===== src/dpc_pkg.sv =====
// constants and types of the power on/off controller
package dpc_pkg;

  // ----------------------------------------
  // register offsets (byte addresses)
  // ----------------------------------------
  localparam logic [7:0] CTRL_OFF   = 8'h00;
  localparam logic [7:0] STAT_OFF   = 8'h04;
  localparam logic [7:0] IRQ_OFF    = 8'h08;
  localparam logic [7:0] MASK_OFF   = 8'h0C;
  localparam logic [7:0] WDOG_OFF   = 8'h10;
  localparam logic [7:0] PLL_OFF    = 8'h14;

  // ----------------------------------------
  // control register fields
  // ----------------------------------------
  localparam int CTRL_SHDN_BIT   = 0;
  localparam int CTRL_CHG_LSB    = 1;
  localparam int CTRL_DISP_LSB   = 4;
  localparam int CTRL_WDEN_BIT   = 8;
  localparam logic [8:0] CTRL_RST = 9'h000;

  // ----------------------------------------
  // interrupt bits
  // ----------------------------------------
  localparam int IRQ_ON_BIT     = 0;
  localparam int IRQ_OFF_BIT    = 1;
  localparam int IRQ_LOW_BIT    = 2;
  localparam int IRQ_CRIT_BIT   = 3;
  localparam int IRQ_UV_BIT     = 4;
  localparam int IRQ_RAIL_BIT   = 5;
  localparam int IRQ_WD_BIT     = 6;
  localparam int IRQ_W          = 7;

  // ----------------------------------------
  // pll and timing
  // ----------------------------------------
  localparam logic [15:0] PLL_MULT_RST = 16'h02FA;
  localparam logic [31:0] WDOG_KEY     = 32'h0000A5A5;
  localparam int          CLK_MHZ      = 250;
  localparam int          POR_US       = 200;
  localparam int          POR_CYC      = POR_US * CLK_MHZ;
  localparam int          WDOG_MS      = 1000;
  localparam int          WDOG_CYC     = WDOG_MS * 1000 * CLK_MHZ;
  localparam int          WD_RST_CYC   = 64;

  typedef enum logic [1:0]
  {
    DPC_OFF,
    DPC_STBY,
    DPC_ON
  } dpc_state_e;

endpackage : dpc_pkg


===== src/dpc_power_ctrl.sv =====
// power on/off sequencer, supervisor and register slave

// Notes on behaviour
// only a button press turns the unit on, from off or standby.
// a button press while on turns the supplies off.
// core shutdown request while on removes the supplies.
// undervoltage shutdown input (active low) switches the unit off.
// after shutdown go to standby with line power, else off.
// both switched supply rails are enabled and disabled together.
// battery low warning is passed on during battery operation.
// battery critical warning is passed on; shutdown follows unless line power. The code flags it only on battery power and does not switch off on it.
// undervoltage after critical warning switches the device off.
// a power-up reset pulse is given each time the unit turns on.
// reset is held while either logic rail is out of range.
// when off, patient memory goes to backup and access is blocked.
// reset indicator led is lit whenever hard reset is asserted.
// system clock pll multiplier is software settable from the crystal.
// control register drives switch-off, charging and display signals.
// status register shows hardware config and battery charge state.
// unserviced watchdog asserts hard reset after a fixed timeout.
module dpc_power_ctrl #(
  parameter int POR_CYCLES  = dpc_pkg::POR_CYC,
  parameter int WDOG_CYCLES = dpc_pkg::WDOG_CYC
) (
  // clock and reset
  input  wire logic        hclk,
  input  wire logic        hresetn,
  // ahb-lite slave
  input  wire logic        hsel,
  input  wire logic [31:0] haddr,
  input  wire logic [1:0]  htrans,
  input  wire logic        hwrite,
  input  wire logic [2:0]  hsize,
  input  wire logic [31:0] hwdata,
  input  wire logic        hready,
  output logic             hreadyout,
  output logic             hresp,
  output logic [31:0]      hrdata,
  // pins from button, core and voltage control
  input  wire logic        onoff_button,
  input  wire logic        core_shutdown_request,
  input  wire logic        undervoltage_n,
  input  wire logic        battery_low_warning,
  input  wire logic        battery_critical_warning,
  input  wire logic        line_power,
  input  wire logic        rail_3v3_ok,
  input  wire logic        rail_5v_ok,
  input  wire logic [7:0]  hw_config,
  // supplies and resets
  output logic             main_device_rail,
  output logic             switched_supply_rail,
  output logic             hard_reset_n,
  output logic             reset_indicator_led,
  output logic             mem_backup_sel,
  output logic             mem_protect,
  // board control
  output logic             device_switch_off,
  output logic [2:0]       charge_ctrl,
  output logic [3:0]       display_ctrl,
  output logic [15:0]      pll_mult,
  output logic             irq
);

  // ----------------------------------------
  // pin synchronisers
  // ----------------------------------------
  localparam int NSYNC = 8;
  logic [NSYNC-1:0] sync1_q;
  logic [NSYNC-1:0] sync2_q;
  logic             btn_s;
  logic             shdn_s;
  logic             uv_n_s;
  logic             low_s;
  logic             crit_s;
  logic             line_s;
  logic             r33_s;
  logic             r5_s;
  logic [7:0]       cfg1_q;
  logic [7:0]       cfg2_q;

  always_ff @(posedge hclk or negedge hresetn)
  begin
    if (!hresetn)
    begin
      sync1_q <= 8'h04;
      sync2_q <= 8'h04;
      cfg1_q  <= 8'h00;
      cfg2_q  <= 8'h00;
    end
    else
    begin
      sync1_q <= {rail_5v_ok, rail_3v3_ok, line_power, battery_critical_warning,
                  battery_low_warning, undervoltage_n, core_shutdown_request,
                  onoff_button};
      sync2_q <= sync1_q;
      cfg1_q  <= hw_config;
      cfg2_q  <= cfg1_q;
    end
  end

  assign btn_s  = sync2_q[0];
  assign shdn_s = sync2_q[1];
  assign uv_n_s = sync2_q[2];
  assign low_s  = sync2_q[3];
  assign crit_s = sync2_q[4];
  assign line_s = sync2_q[5];
  assign r33_s  = sync2_q[6];
  assign r5_s   = sync2_q[7];

  logic btn_prev_q;
  logic btn_press;

  always_ff @(posedge hclk or negedge hresetn)
  begin
    if (!hresetn)
      btn_prev_q <= 1'b0;
    else
      btn_prev_q <= btn_s;
  end

  assign btn_press = btn_s & ~btn_prev_q;

  // ----------------------------------------
  // registers
  // ----------------------------------------
  logic [8:0]         ctrl_q;
  logic [dpc_pkg::IRQ_W-1:0] irq_st_q;
  logic [dpc_pkg::IRQ_W-1:0] irq_mask_q;
  logic [15:0]        pll_q;
  logic               wd_kick;
  logic               sw_off;

  assign sw_off = ctrl_q[dpc_pkg::CTRL_SHDN_BIT];

  // ----------------------------------------
  // on/off state machine
  // ----------------------------------------
  dpc_pkg::dpc_state_e state_q;
  dpc_pkg::dpc_state_e state_d;
  logic                off_cause;
  logic                go_on;
  logic                go_off;

  assign off_cause = btn_press | shdn_s | ~uv_n_s | sw_off;

  always_comb
  begin
    state_d = state_q;
    go_on   = 1'b0;
    go_off  = 1'b0;
    case (state_q)
      dpc_pkg::DPC_OFF,
      dpc_pkg::DPC_STBY:
      begin
        if (btn_press)
        begin
          state_d = dpc_pkg::DPC_ON;
          go_on   = 1'b1;
        end
        else
          state_d = line_s ? dpc_pkg::DPC_STBY : dpc_pkg::DPC_OFF;
      end
      dpc_pkg::DPC_ON:
      begin
        if (off_cause)
        begin
          state_d = line_s ? dpc_pkg::DPC_STBY : dpc_pkg::DPC_OFF;
          go_off  = 1'b1;
        end
      end
      default:
        state_d = dpc_pkg::DPC_OFF;
    endcase
  end

  always_ff @(posedge hclk or negedge hresetn)
  begin
    if (!hresetn)
      state_q <= dpc_pkg::DPC_OFF;
    else
      state_q <= state_d;
  end

  logic dev_on;
  assign dev_on = (state_q == dpc_pkg::DPC_ON);

  always_ff @(posedge hclk or negedge hresetn)
  begin
    if (!hresetn)
    begin
      main_device_rail     <= 1'b0;
      switched_supply_rail <= 1'b0;
      mem_backup_sel       <= 1'b1;
      mem_protect          <= 1'b1;
    end
    else
    begin
      main_device_rail     <= (state_d == dpc_pkg::DPC_ON);
      switched_supply_rail <= (state_d == dpc_pkg::DPC_ON);
      mem_backup_sel       <= (state_d != dpc_pkg::DPC_ON);
      mem_protect          <= (state_d != dpc_pkg::DPC_ON);
    end
  end

  // ----------------------------------------
  // supervisor: power-up reset and watchdog
  // ----------------------------------------
  logic [31:0] por_cnt_q;
  logic [31:0] wd_cnt_q;
  logic [7:0]  wd_rst_q;
  logic        wd_fire;
  logic        rails_bad;

  assign rails_bad = dev_on & ~(r33_s & r5_s);

  always_ff @(posedge hclk or negedge hresetn)
  begin
    if (!hresetn)
      por_cnt_q <= 32'h00000000;
    else if (go_on)
      por_cnt_q <= POR_CYCLES[31:0];
    else if (por_cnt_q != 32'h00000000)
      por_cnt_q <= por_cnt_q - 32'h00000001;
  end

  assign wd_fire = dev_on & ctrl_q[dpc_pkg::CTRL_WDEN_BIT] &
                   (wd_cnt_q == WDOG_CYCLES[31:0] - 32'h00000001);

  always_ff @(posedge hclk or negedge hresetn)
  begin
    if (!hresetn)
      wd_cnt_q <= 32'h00000000;
    else if (!dev_on || !ctrl_q[dpc_pkg::CTRL_WDEN_BIT] || wd_kick || wd_fire)
      wd_cnt_q <= 32'h00000000;
    else
      wd_cnt_q <= wd_cnt_q + 32'h00000001;
  end

  always_ff @(posedge hclk or negedge hresetn)
  begin
    if (!hresetn)
      wd_rst_q <= 8'h00;
    else if (wd_fire)
      wd_rst_q <= 8'(dpc_pkg::WD_RST_CYC);
    else if (wd_rst_q != 8'h00)
      wd_rst_q <= wd_rst_q - 8'h01;
  end

  always_ff @(posedge hclk or negedge hresetn)
  begin
    if (!hresetn)
    begin
      hard_reset_n        <= 1'b0;
      reset_indicator_led <= 1'b1;
    end
    else
    begin
      hard_reset_n        <= ~(~dev_on | go_on | rails_bad |
                               (por_cnt_q > 32'h00000001) | wd_fire | (wd_rst_q != 8'h00));
      reset_indicator_led <= ~(~(~dev_on | go_on | rails_bad |
                               (por_cnt_q > 32'h00000001) | wd_fire | (wd_rst_q != 8'h00)));
    end
  end

  // ----------------------------------------
  // ahb-lite slave
  // ----------------------------------------
  logic       ph_wr_q;
  logic       ph_rd_q;
  logic [7:0] ph_addr_q;
  logic       take;

  assign take      = hsel & hready & htrans[1];
  assign hreadyout = 1'b1;
  assign hresp     = 1'b0;

  always_ff @(posedge hclk or negedge hresetn)
  begin
    if (!hresetn)
    begin
      ph_wr_q   <= 1'b0;
      ph_rd_q   <= 1'b0;
      ph_addr_q <= 8'h00;
    end
    else
    begin
      ph_wr_q   <= take & hwrite;
      ph_rd_q   <= take & ~hwrite;
      ph_addr_q <= take ? haddr[7:0] : ph_addr_q;
    end
  end

  logic wr_ctrl;
  logic wr_irq;
  logic wr_mask;
  logic wr_pll;
  assign wr_ctrl = ph_wr_q & (ph_addr_q == dpc_pkg::CTRL_OFF);
  assign wr_irq  = ph_wr_q & (ph_addr_q == dpc_pkg::IRQ_OFF);
  assign wr_mask = ph_wr_q & (ph_addr_q == dpc_pkg::MASK_OFF);
  assign wr_pll  = ph_wr_q & (ph_addr_q == dpc_pkg::PLL_OFF);
  assign wd_kick = ph_wr_q & (ph_addr_q == dpc_pkg::WDOG_OFF) & (hwdata == dpc_pkg::WDOG_KEY);

  always_ff @(posedge hclk or negedge hresetn)
  begin
    if (!hresetn)
      ctrl_q <= dpc_pkg::CTRL_RST;
    else if (wr_ctrl)
      ctrl_q <= hwdata[8:0];
    else if (go_off)
      ctrl_q[dpc_pkg::CTRL_SHDN_BIT] <= 1'b0;
  end

  always_ff @(posedge hclk or negedge hresetn)
  begin
    if (!hresetn)
      pll_q <= dpc_pkg::PLL_MULT_RST;
    else if (wr_pll)
      pll_q <= hwdata[15:0];
  end

  always_ff @(posedge hclk or negedge hresetn)
  begin
    if (!hresetn)
      irq_mask_q <= '0;
    else if (wr_mask)
      irq_mask_q <= hwdata[dpc_pkg::IRQ_W-1:0];
  end

  // event edges; set wins over write-one-to-clear
  logic low_prev_q;
  logic crit_prev_q;
  logic [dpc_pkg::IRQ_W-1:0] ev;

  always_ff @(posedge hclk or negedge hresetn)
  begin
    if (!hresetn)
    begin
      low_prev_q  <= 1'b0;
      crit_prev_q <= 1'b0;
    end
    else
    begin
      low_prev_q  <= low_s;
      crit_prev_q <= crit_s;
    end
  end

  always_comb
  begin
    ev = '0;
    ev[dpc_pkg::IRQ_ON_BIT]   = go_on;
    ev[dpc_pkg::IRQ_OFF_BIT]  = go_off;
    ev[dpc_pkg::IRQ_LOW_BIT]  = low_s & ~low_prev_q & ~line_s;
    ev[dpc_pkg::IRQ_CRIT_BIT] = crit_s & ~crit_prev_q & ~line_s;
    ev[dpc_pkg::IRQ_UV_BIT]   = dev_on & ~uv_n_s;
    ev[dpc_pkg::IRQ_RAIL_BIT] = rails_bad;
    ev[dpc_pkg::IRQ_WD_BIT]   = wd_fire;
  end

  always_ff @(posedge hclk or negedge hresetn)
  begin
    if (!hresetn)
      irq_st_q <= '0;
    else
      irq_st_q <= (irq_st_q & ~(wr_irq ? hwdata[dpc_pkg::IRQ_W-1:0] : '0)) | ev;
  end

  always_ff @(posedge hclk or negedge hresetn)
  begin
    if (!hresetn)
      irq <= 1'b0;
    else
      irq <= |(irq_st_q & irq_mask_q);
  end

  // read data, combinational from phase registers, unmapped reads zero
  always_comb
  begin
    hrdata = 32'h00000000;
    if (ph_rd_q)
    begin
      case (ph_addr_q)
        dpc_pkg::CTRL_OFF: hrdata = {23'h000000, ctrl_q};
        dpc_pkg::STAT_OFF: hrdata = {16'h0000, cfg2_q, 1'b0, uv_n_s,
                                     crit_s, low_s, line_s, 1'b0, state_q};
        dpc_pkg::IRQ_OFF:  hrdata = {25'h0000000, irq_st_q};
        dpc_pkg::MASK_OFF: hrdata = {25'h0000000, irq_mask_q};
        dpc_pkg::PLL_OFF:  hrdata = {16'h0000, pll_q};
        default:           hrdata = 32'h00000000;
      endcase
    end
  end

  assign device_switch_off = ctrl_q[dpc_pkg::CTRL_SHDN_BIT];
  assign charge_ctrl       = ctrl_q[dpc_pkg::CTRL_CHG_LSB +: 3];
  assign display_ctrl      = ctrl_q[dpc_pkg::CTRL_DISP_LSB +: 4];
  assign pll_mult          = pll_q;
endmodule : dpc_power_ctrl


===== config.mk =====
export PLATFORM = sky130hd
export DESIGN_NAME = dpc_power_ctrl
export DESIGN_NICKNAME = d
export VERILOG_FILES = /design/src/dpc_pkg.sv /design/src/dpc_power_ctrl.sv
export SDC_FILE = /design/constraint.sdc
export NUM_CORES = 1
export LEC_CHECK = 0
export BUFFER_PORTS_ARGS = -buffer_cell sky130_fd_sc_hd__buf_2
export CORE_UTILIZATION = 59
export CTS_CLUSTER_SIZE = 16
export DETAILED_ROUTE_END_ITERATION = 8
export HOLD_SLACK_MARGIN = 0.12
export PLACE_DENSITY = 0.85
export SYNTH_ARGS = -nofsm -noshare
export SYNTH_HDL_FRONTEND = slang
export SYNTH_SLANG_ARGS = --single-unit

===== constraint.sdc =====
create_clock -name hclk -period 6.32 [get_ports hclk]
set_input_delay 1.264 -clock hclk [delete_from_list [all_inputs] [get_ports hclk]]
set_output_delay 1.264 -clock hclk [all_outputs]
set_load 0.05 [all_outputs]

==> reports/metrics.yaml, run 1 <==
status: "finished clean"
core.rowCount: 40
clkSinkCount: 163
hold_buffers: 0
multiInputGateArea_um2: 3170
dp_hpwl_um: 12000
cp_num_buf_inv: 1
crit_family: "simple AND/OR/NAND/NOR gates"
r2r-start: "ph_addr_q[1]"
fin_hold_ws_ps: 348
ys_types: 58
first_global_vias: 5779
drtPass1Iterations: 6
async_reset_ff_frac: 1.00
report.final.setup_viol: 0
worstMarginPinSlew_ps: 1280
min_from: "cfg1_q[3]"
clk_path_buf_depth: 2
synth_edf_count: 0
drt_wl_total_um: 17500
fill_cells: 839
worstHoldEndpoint: "cfg2_q[3]"
hold_viol_final: 0
drv_cap: 0
avgSynthCellArea_um2: 11.1
post_cts_buffers: 0
start_kind: "flip-flop"
nNetsFinal: 877
ys_warn_count: 0
clock_latency_ps: 420
slew_headroom: 0.142
worst_hold_path_type: "reg -> reg"
max_freq_mhz: 222
wl_per_cell_um: 18.1
ant_nets: 0
grt_start_max_net_pins: 94
ir_drop_uv: 222
port-buffer-count: 108
synth_cells: 682
holdPathStages: 0
grt.total_usage: 0.286
gp_congestion: 0.877
rsz0062_at_grt: "false"
power_density_nw_per_um2: 289
critPathSlowestCell: "nor4_2"
synthesis.area_um2: 7560
rrSetupSlack_ps: 3140
slew_violations: 0
cts_buffers: 17
worstPathRequired_ps: 5060
die_x_um: 115
grt_pass1_wl_um: 28600
endpoint_kind: "output port"
clock_skew_ps: 8.40
synthFlopType: "dfrtp_1"
drive_gt1_frac: 0.273
areaGrowthSynthToFinish_pct: 15.1
crit_chain: "or4_1 -> nor4_2 -> a222oi_1 -> a21oi_1 -> buf_2"
drt_iter0_drc: 561
cts_root_buffer: "clkbuf_16"
top_level_ports: 155
vias: 5894
leakagePower_nw: 3.78
die-area_um2: 13300
cp.arrival_ps: 3250
cts_tree: "built"
synth_seq_cells: 163
core_region_area_um2: 12300
yosysSeqAreaShare: 0.542
postCtsResizedCells: 0
fin_tns_setup_ps: 0
critical_path_class: "reg -> out"
fin_crit_sh: 0.714
die_y_um: 115
seq_area_um2: 4090
start_util: 0.616
n_antenna_cell: 0
period_needed_ps: 4510
cts.reportedPaths.clkPinSlew_ps: 60
antenna_found_initial: 0
post-route-drc-count: 0
worst_r2r_endpoint: "ctrl_q[5]"
h-tree-depth: 4
cp_max_fo: 11
grt_overflow: 0
ff2ff_path_depth: 4
crit_path_max_incr_delay_ps: 990
viasPerCell: 6.12
-- power by group --
part           leakage [nW]  total, mW  internal, mW  switching (mW)
sequential             2.01       1.17          1.11          0.0598
combinational          1.47      0.307        0.0942           0.213
clock                 0.294       1.04         0.610           0.428
total                  3.78       2.51          1.81           0.700
-- layout by cell type, fill, tap and decap left out, types with 4 or more instances in the layout --
cell	netlist	layout
dfrtp_1	152	152
buf_2	3	107
nor2_1	69	69
mux2_2	40	40
nand2_1	35	35
nand3_1	34	34
a21oi_1	30	30
xor2_1	28	28
nor3_1	19	19
or4_1	18	18
nand4_1	18	18
conb_1	2	18
a22oi_1	17	17
clkbuf_16	0	17
o21ai_0	16	16
or3_1	16	16
o31ai_1	14	14
inv_1	12	12
nor4_1	13	12
dfstp_2	11	11
xnor2_1	8	8
nand2b_1	8	8
a222oi_1	8	8
or2_2	6	6
and3_1	5	5
ha_1	5	5
buf_4	28	5
a22o_1	4	4
-- cell usage after synthesis, types with 14 or more instances --
master | count | share of area
buf_4 | 28 | 0.028
o31ai_1 | 14 | 0.014
dfrtp_1 | 152 | 0.50
a21oi_1 | 30 | 0.020
xor2_1 | 28 | 0.032
nand4_1 | 18 | 0.015
or3_1 | 16 | 0.013
nor2_1 | 69 | 0.034
nand2_1 | 35 | 0.017
o21ai_0 | 16 | 0.011
or4_1 | 18 | 0.018
nand3_1 | 34 | 0.023
mux2_2 | 40 | 0.060
a22oi_1 | 17 | 0.017
nor3_1 | 19 | 0.013
-- sequential cells by signal (all words and copies together), names as in the netlist, 2 cells and up --
| signal | count |
|---|---|
| pll_mult | 16 |
| wd_rst_q | 8 |
| ph_addr_q | 8 |
| ctrl_q | 9 |
| sync2_q | 8 |
| state_q | 2 |
| wd_cnt_q | 32 |
| sync1_q | 8 |
| cfg1_q | 8 |
| irq_mask_q | 7 |
| irq_st_q | 7 |
| cfg2_q | 8 |
| por_cnt_q | 32 |
-- cell type report --
class	count	share of cell area
Multi-Input combinational cell	475	0.364
Inverter	12	0.00518
Sequential cell	163	0.471
Clock inverter	13	0.0170
Clock buffer	19	0.0521
Tap cell	168	0.0242
Timing Repair Buffer	113	0.0672
-- how the worst max path moves through the flow --
stage,startpoint,end,cells past startpoint
final,ph_addr_q[1],hrdata[0],5
after global routing,ph_addr_q[1],hrdata[0],5
after CTS,ph_addr_q[1],hrdata[0],5
after detailed placement,ph_addr_q[1],hrdata[0],5
after global placement,ph_addr_q[1],hrdata[1],5
after floorplan,ph_addr_q[1],hrdata[6],7
-- per-layer routing --
layer | up-vias | global-route usage | part of all wire | routed length (um)
li1 | 2641 | - | - | -
met1 | 2948 | 0.341 | 0.40 | 6960
met2 | 261 | 0.484 | 0.51 | 8940
met3 | 44 | 0.0944 | 0.071 | 1240
met4 | 0 | 0.105 | 0.019 | 335
met5 | - | 0 | 0 | 0
-- stage by stage --
step / setup slack [ps] / cell area [um2] / utilization / total power [mW] / std cells
after floorplan: 2270 / 7620 / - / 1.40 / 698
after global placement: 2330 / 8100 / 0.660 / 1.47 / 931
after detailed placement: 2320 / 8100 / 0.660 / 1.49 / 931
after CTS: 1840 / 8700 / 0.709 / 2.52 / 963
after global routing: 1600 / 8700 / 0.709 / 2.60 / 963
final: 1810 / 8700 / 0.709 / 2.51 / 963
-- logic make-up (layout without fill, tap and decap cells) --
family | Yosys count | in the layout | synth area share
xor+xnor | 36 | 36 | 0.0417
simple gates | 273 | 273 | 0.206
buf+inv | 60 | 157 | 0.0482
mux | 43 | 43 | 0.0636
compound gates | 100 | 100 | 0.0894
flops | 163 | 163 | 0.542
fa+ha+maj | 5 | 5 | 0.00828
other cells | 2 | 18 | 0.000994
Note: power is estimated with default switching activity, not from simulation.
==> run 2, diff against run 1 <==
CORE_UTILIZATION = 55   (was 59)
PLACE_DENSITY = 0.8   (was 0.85)
clock period = 4.4 ns   (was 6.32 ns; I/O delays follow)
==> reports/metrics.yaml, run 2 (same netlist as run 1, synthesis figures left out) <==
fin_tns_setup_ps: 0  # unchanged
cts.reportedPaths.clkPinSlew_ps: 70  # was 60 ps
cp.arrival_ps: 3170  # was 3250 ps
viasPerCell: 5.98  # was 6.12
clkSinkCount: 163  # unchanged
dp_hpwl_um: 11900  # was 12000 um
antenna_found_initial: 0  # unchanged
leakagePower_nw: 3.76  # was 3.78 nW
drt_wl_total_um: 17200  # was 17500 um
worst_hold_path_type: "reg -> reg"  # unchanged
post_cts_buffers: 0  # unchanged
drt_iter0_drc: 482  # was 561
endpoint_kind: "output port"  # unchanged
drive_gt1_frac: 0.274  # was 0.273
worstMarginPinSlew_ps: 1340  # was 1280 ps
clock_latency_ps: 430  # was 420 ps
ant_nets: 0  # unchanged
hold_viol_final: 0  # unchanged
cts_root_buffer: "clkbuf_16"  # unchanged
slew_violations: 0  # unchanged
post-route-drc-count: 0  # unchanged
grt_pass1_wl_um: 28400  # was 28600 um
core_region_area_um2: 13300  # was 12300 um2
rsz0062_at_grt: "false"  # unchanged
cp_max_fo: 18  # was 11
areaGrowthSynthToFinish_pct: 15.1  # about the same
n_antenna_cell: 0  # unchanged
gp_congestion: 0.835  # was 0.877
layout_common_cells: "152 x dfrtp_1, 107 x buf_2, 69 x nor2_1"  # unchanged
clock_skew_ps: 14.0  # was 8.40 ps
start_kind: "flip-flop"  # unchanged
max_freq_mhz: 247
period_needed_ps: 4050
drtPass1Iterations: 7  # was 6
ir_drop_uv: 261  # was 222 uV
die-area_um2: 14200  # was 13300 um2
h-tree-depth: 4  # unchanged
vias: 5827  # was 5894
fill_cells: 982  # was 839
cts_tree: "built"  # unchanged
postCtsResizedCells: 0  # unchanged
nNetsFinal: 880  # was 877
cts_buffers: 17  # unchanged
grt_start_max_net_pins: 52  # was 94
report.final.setup_viol: 0  # unchanged
start_util: 0.568  # was 0.616
crit_chain: "or4_1 -> or3b_4 -> nor2_8 -> o21ai_2 -> a21oi_1 -> buf_2"  # was or4_1 -> nor4_2 -> a222oi_1 -> a21oi_1 -> buf_2
placed_cell_area_um2: 8130  # was 8100 um2
port-buffer-count: 108  # unchanged
drv_cap: 0  # unchanged
critical_path_class: "reg -> out"  # unchanged
crit_path_max_incr_delay_ps: 670  # was 990 ps
die_y_um: 119  # was 115 um
slew_headroom: 0.0973  # was 0.142
hold_buffers: 0  # unchanged
grt_overflow: 0  # unchanged
clk_path_buf_depth: 2  # unchanged
top_level_ports: 155  # unchanged
power_density_nw_per_um2: 406  # was 289 nW/um2
first_global_vias: 5771  # was 5779
final_area_um2: 8700  # about the same
worstPathRequired_ps: 3520  # was 5060 ps
wl_per_cell_um: 17.7  # was 18.1 um
fin_crit_sh: 0.920
status: "finished clean"  # unchanged
critPathSlowestCell: "or4_1"  # was nor4_2
mostFrequentLayoutCell: "dfrtp_1"  # unchanged
die_x_um: 119  # was 115 um
core.rowCount: 42  # was 40
grt.total_usage: 0.257  # was 0.286
## run 2: path summary, 6_finish.rpt
check                             start     endpoint  slack (ps)  cells after the start
max in group asynchronous       hresetn    cfg2_q[3]        3050                      2
min in group asynchronous       hresetn  wd_rst_q[6]         390                      1
min reg2reg                  sync1_q[0]   sync2_q[0]         350                      0
min                          sync1_q[0]   sync2_q[0]         350                      0
max                        ph_addr_q[1]    hrdata[1]         350                      6
max reg2reg                ph_addr_q[1]  wd_cnt_q[5]        1560                      6
## run 2: stage by stage
| step | instances | power (mW) | util | hold WS (ps) | setup slack (ps) |
|---|---|---|---|---|---|
| after floorplan | 698 | 2.01 | - | 331 | 735 |
| after global placement | 942 | 2.11 | 0.612 | 333 | 658 |
| after detailed placement | 942 | 2.14 | 0.612 | 335 | 597 |
| after CTS | 974 | 3.54 | 0.654 | 349 | 133 |
| after global routing | 974 | 3.65 | 0.654 | 354 | 250 |
| final | 974 | 3.53 | 0.654 | 348 | 351 |
## run 2: report_power, final
part | internal (mW) | total (mW) | switching, mW
Combinational | 0.137 | 0.443 | 0.305
Clock | 0.810 | 1.41 | 0.602
Sequential | 1.59 | 1.67 | 0.0867
Total | 2.53 | 3.53 | 0.994
## run 2: layout make-up
class	instances	area, um2	area share
sequential	163	4090	0.470
multi-input combinational	475	3170	0.364
timing repair buffer	116	607	0.0698
clock buffer	21	460	0.0529
tap	176	220	0.0253
clock inverter	11	105	0.0121
inverter	12	45.0	0.00518
## run 2: metal layers
layer | part of all wire | vias up | track usage
li1 | - | 2647 | -
met1 | 0.41 | 2899 | 0.313
met2 | 0.50 | 238 | 0.430
met3 | 0.062 | 43 | 0.0575
met4 | 0.032 | 0 | 0.131
met5 | 0 | - | 0
## run 2: critical path: cells and delay by family (launching register included)
kind	cells	cell delay (ps)
AOI/OAI and AO/OA	2	580
buffers and inverters	1	310
DFF	1	380
and+or+nand+nor	3	1470
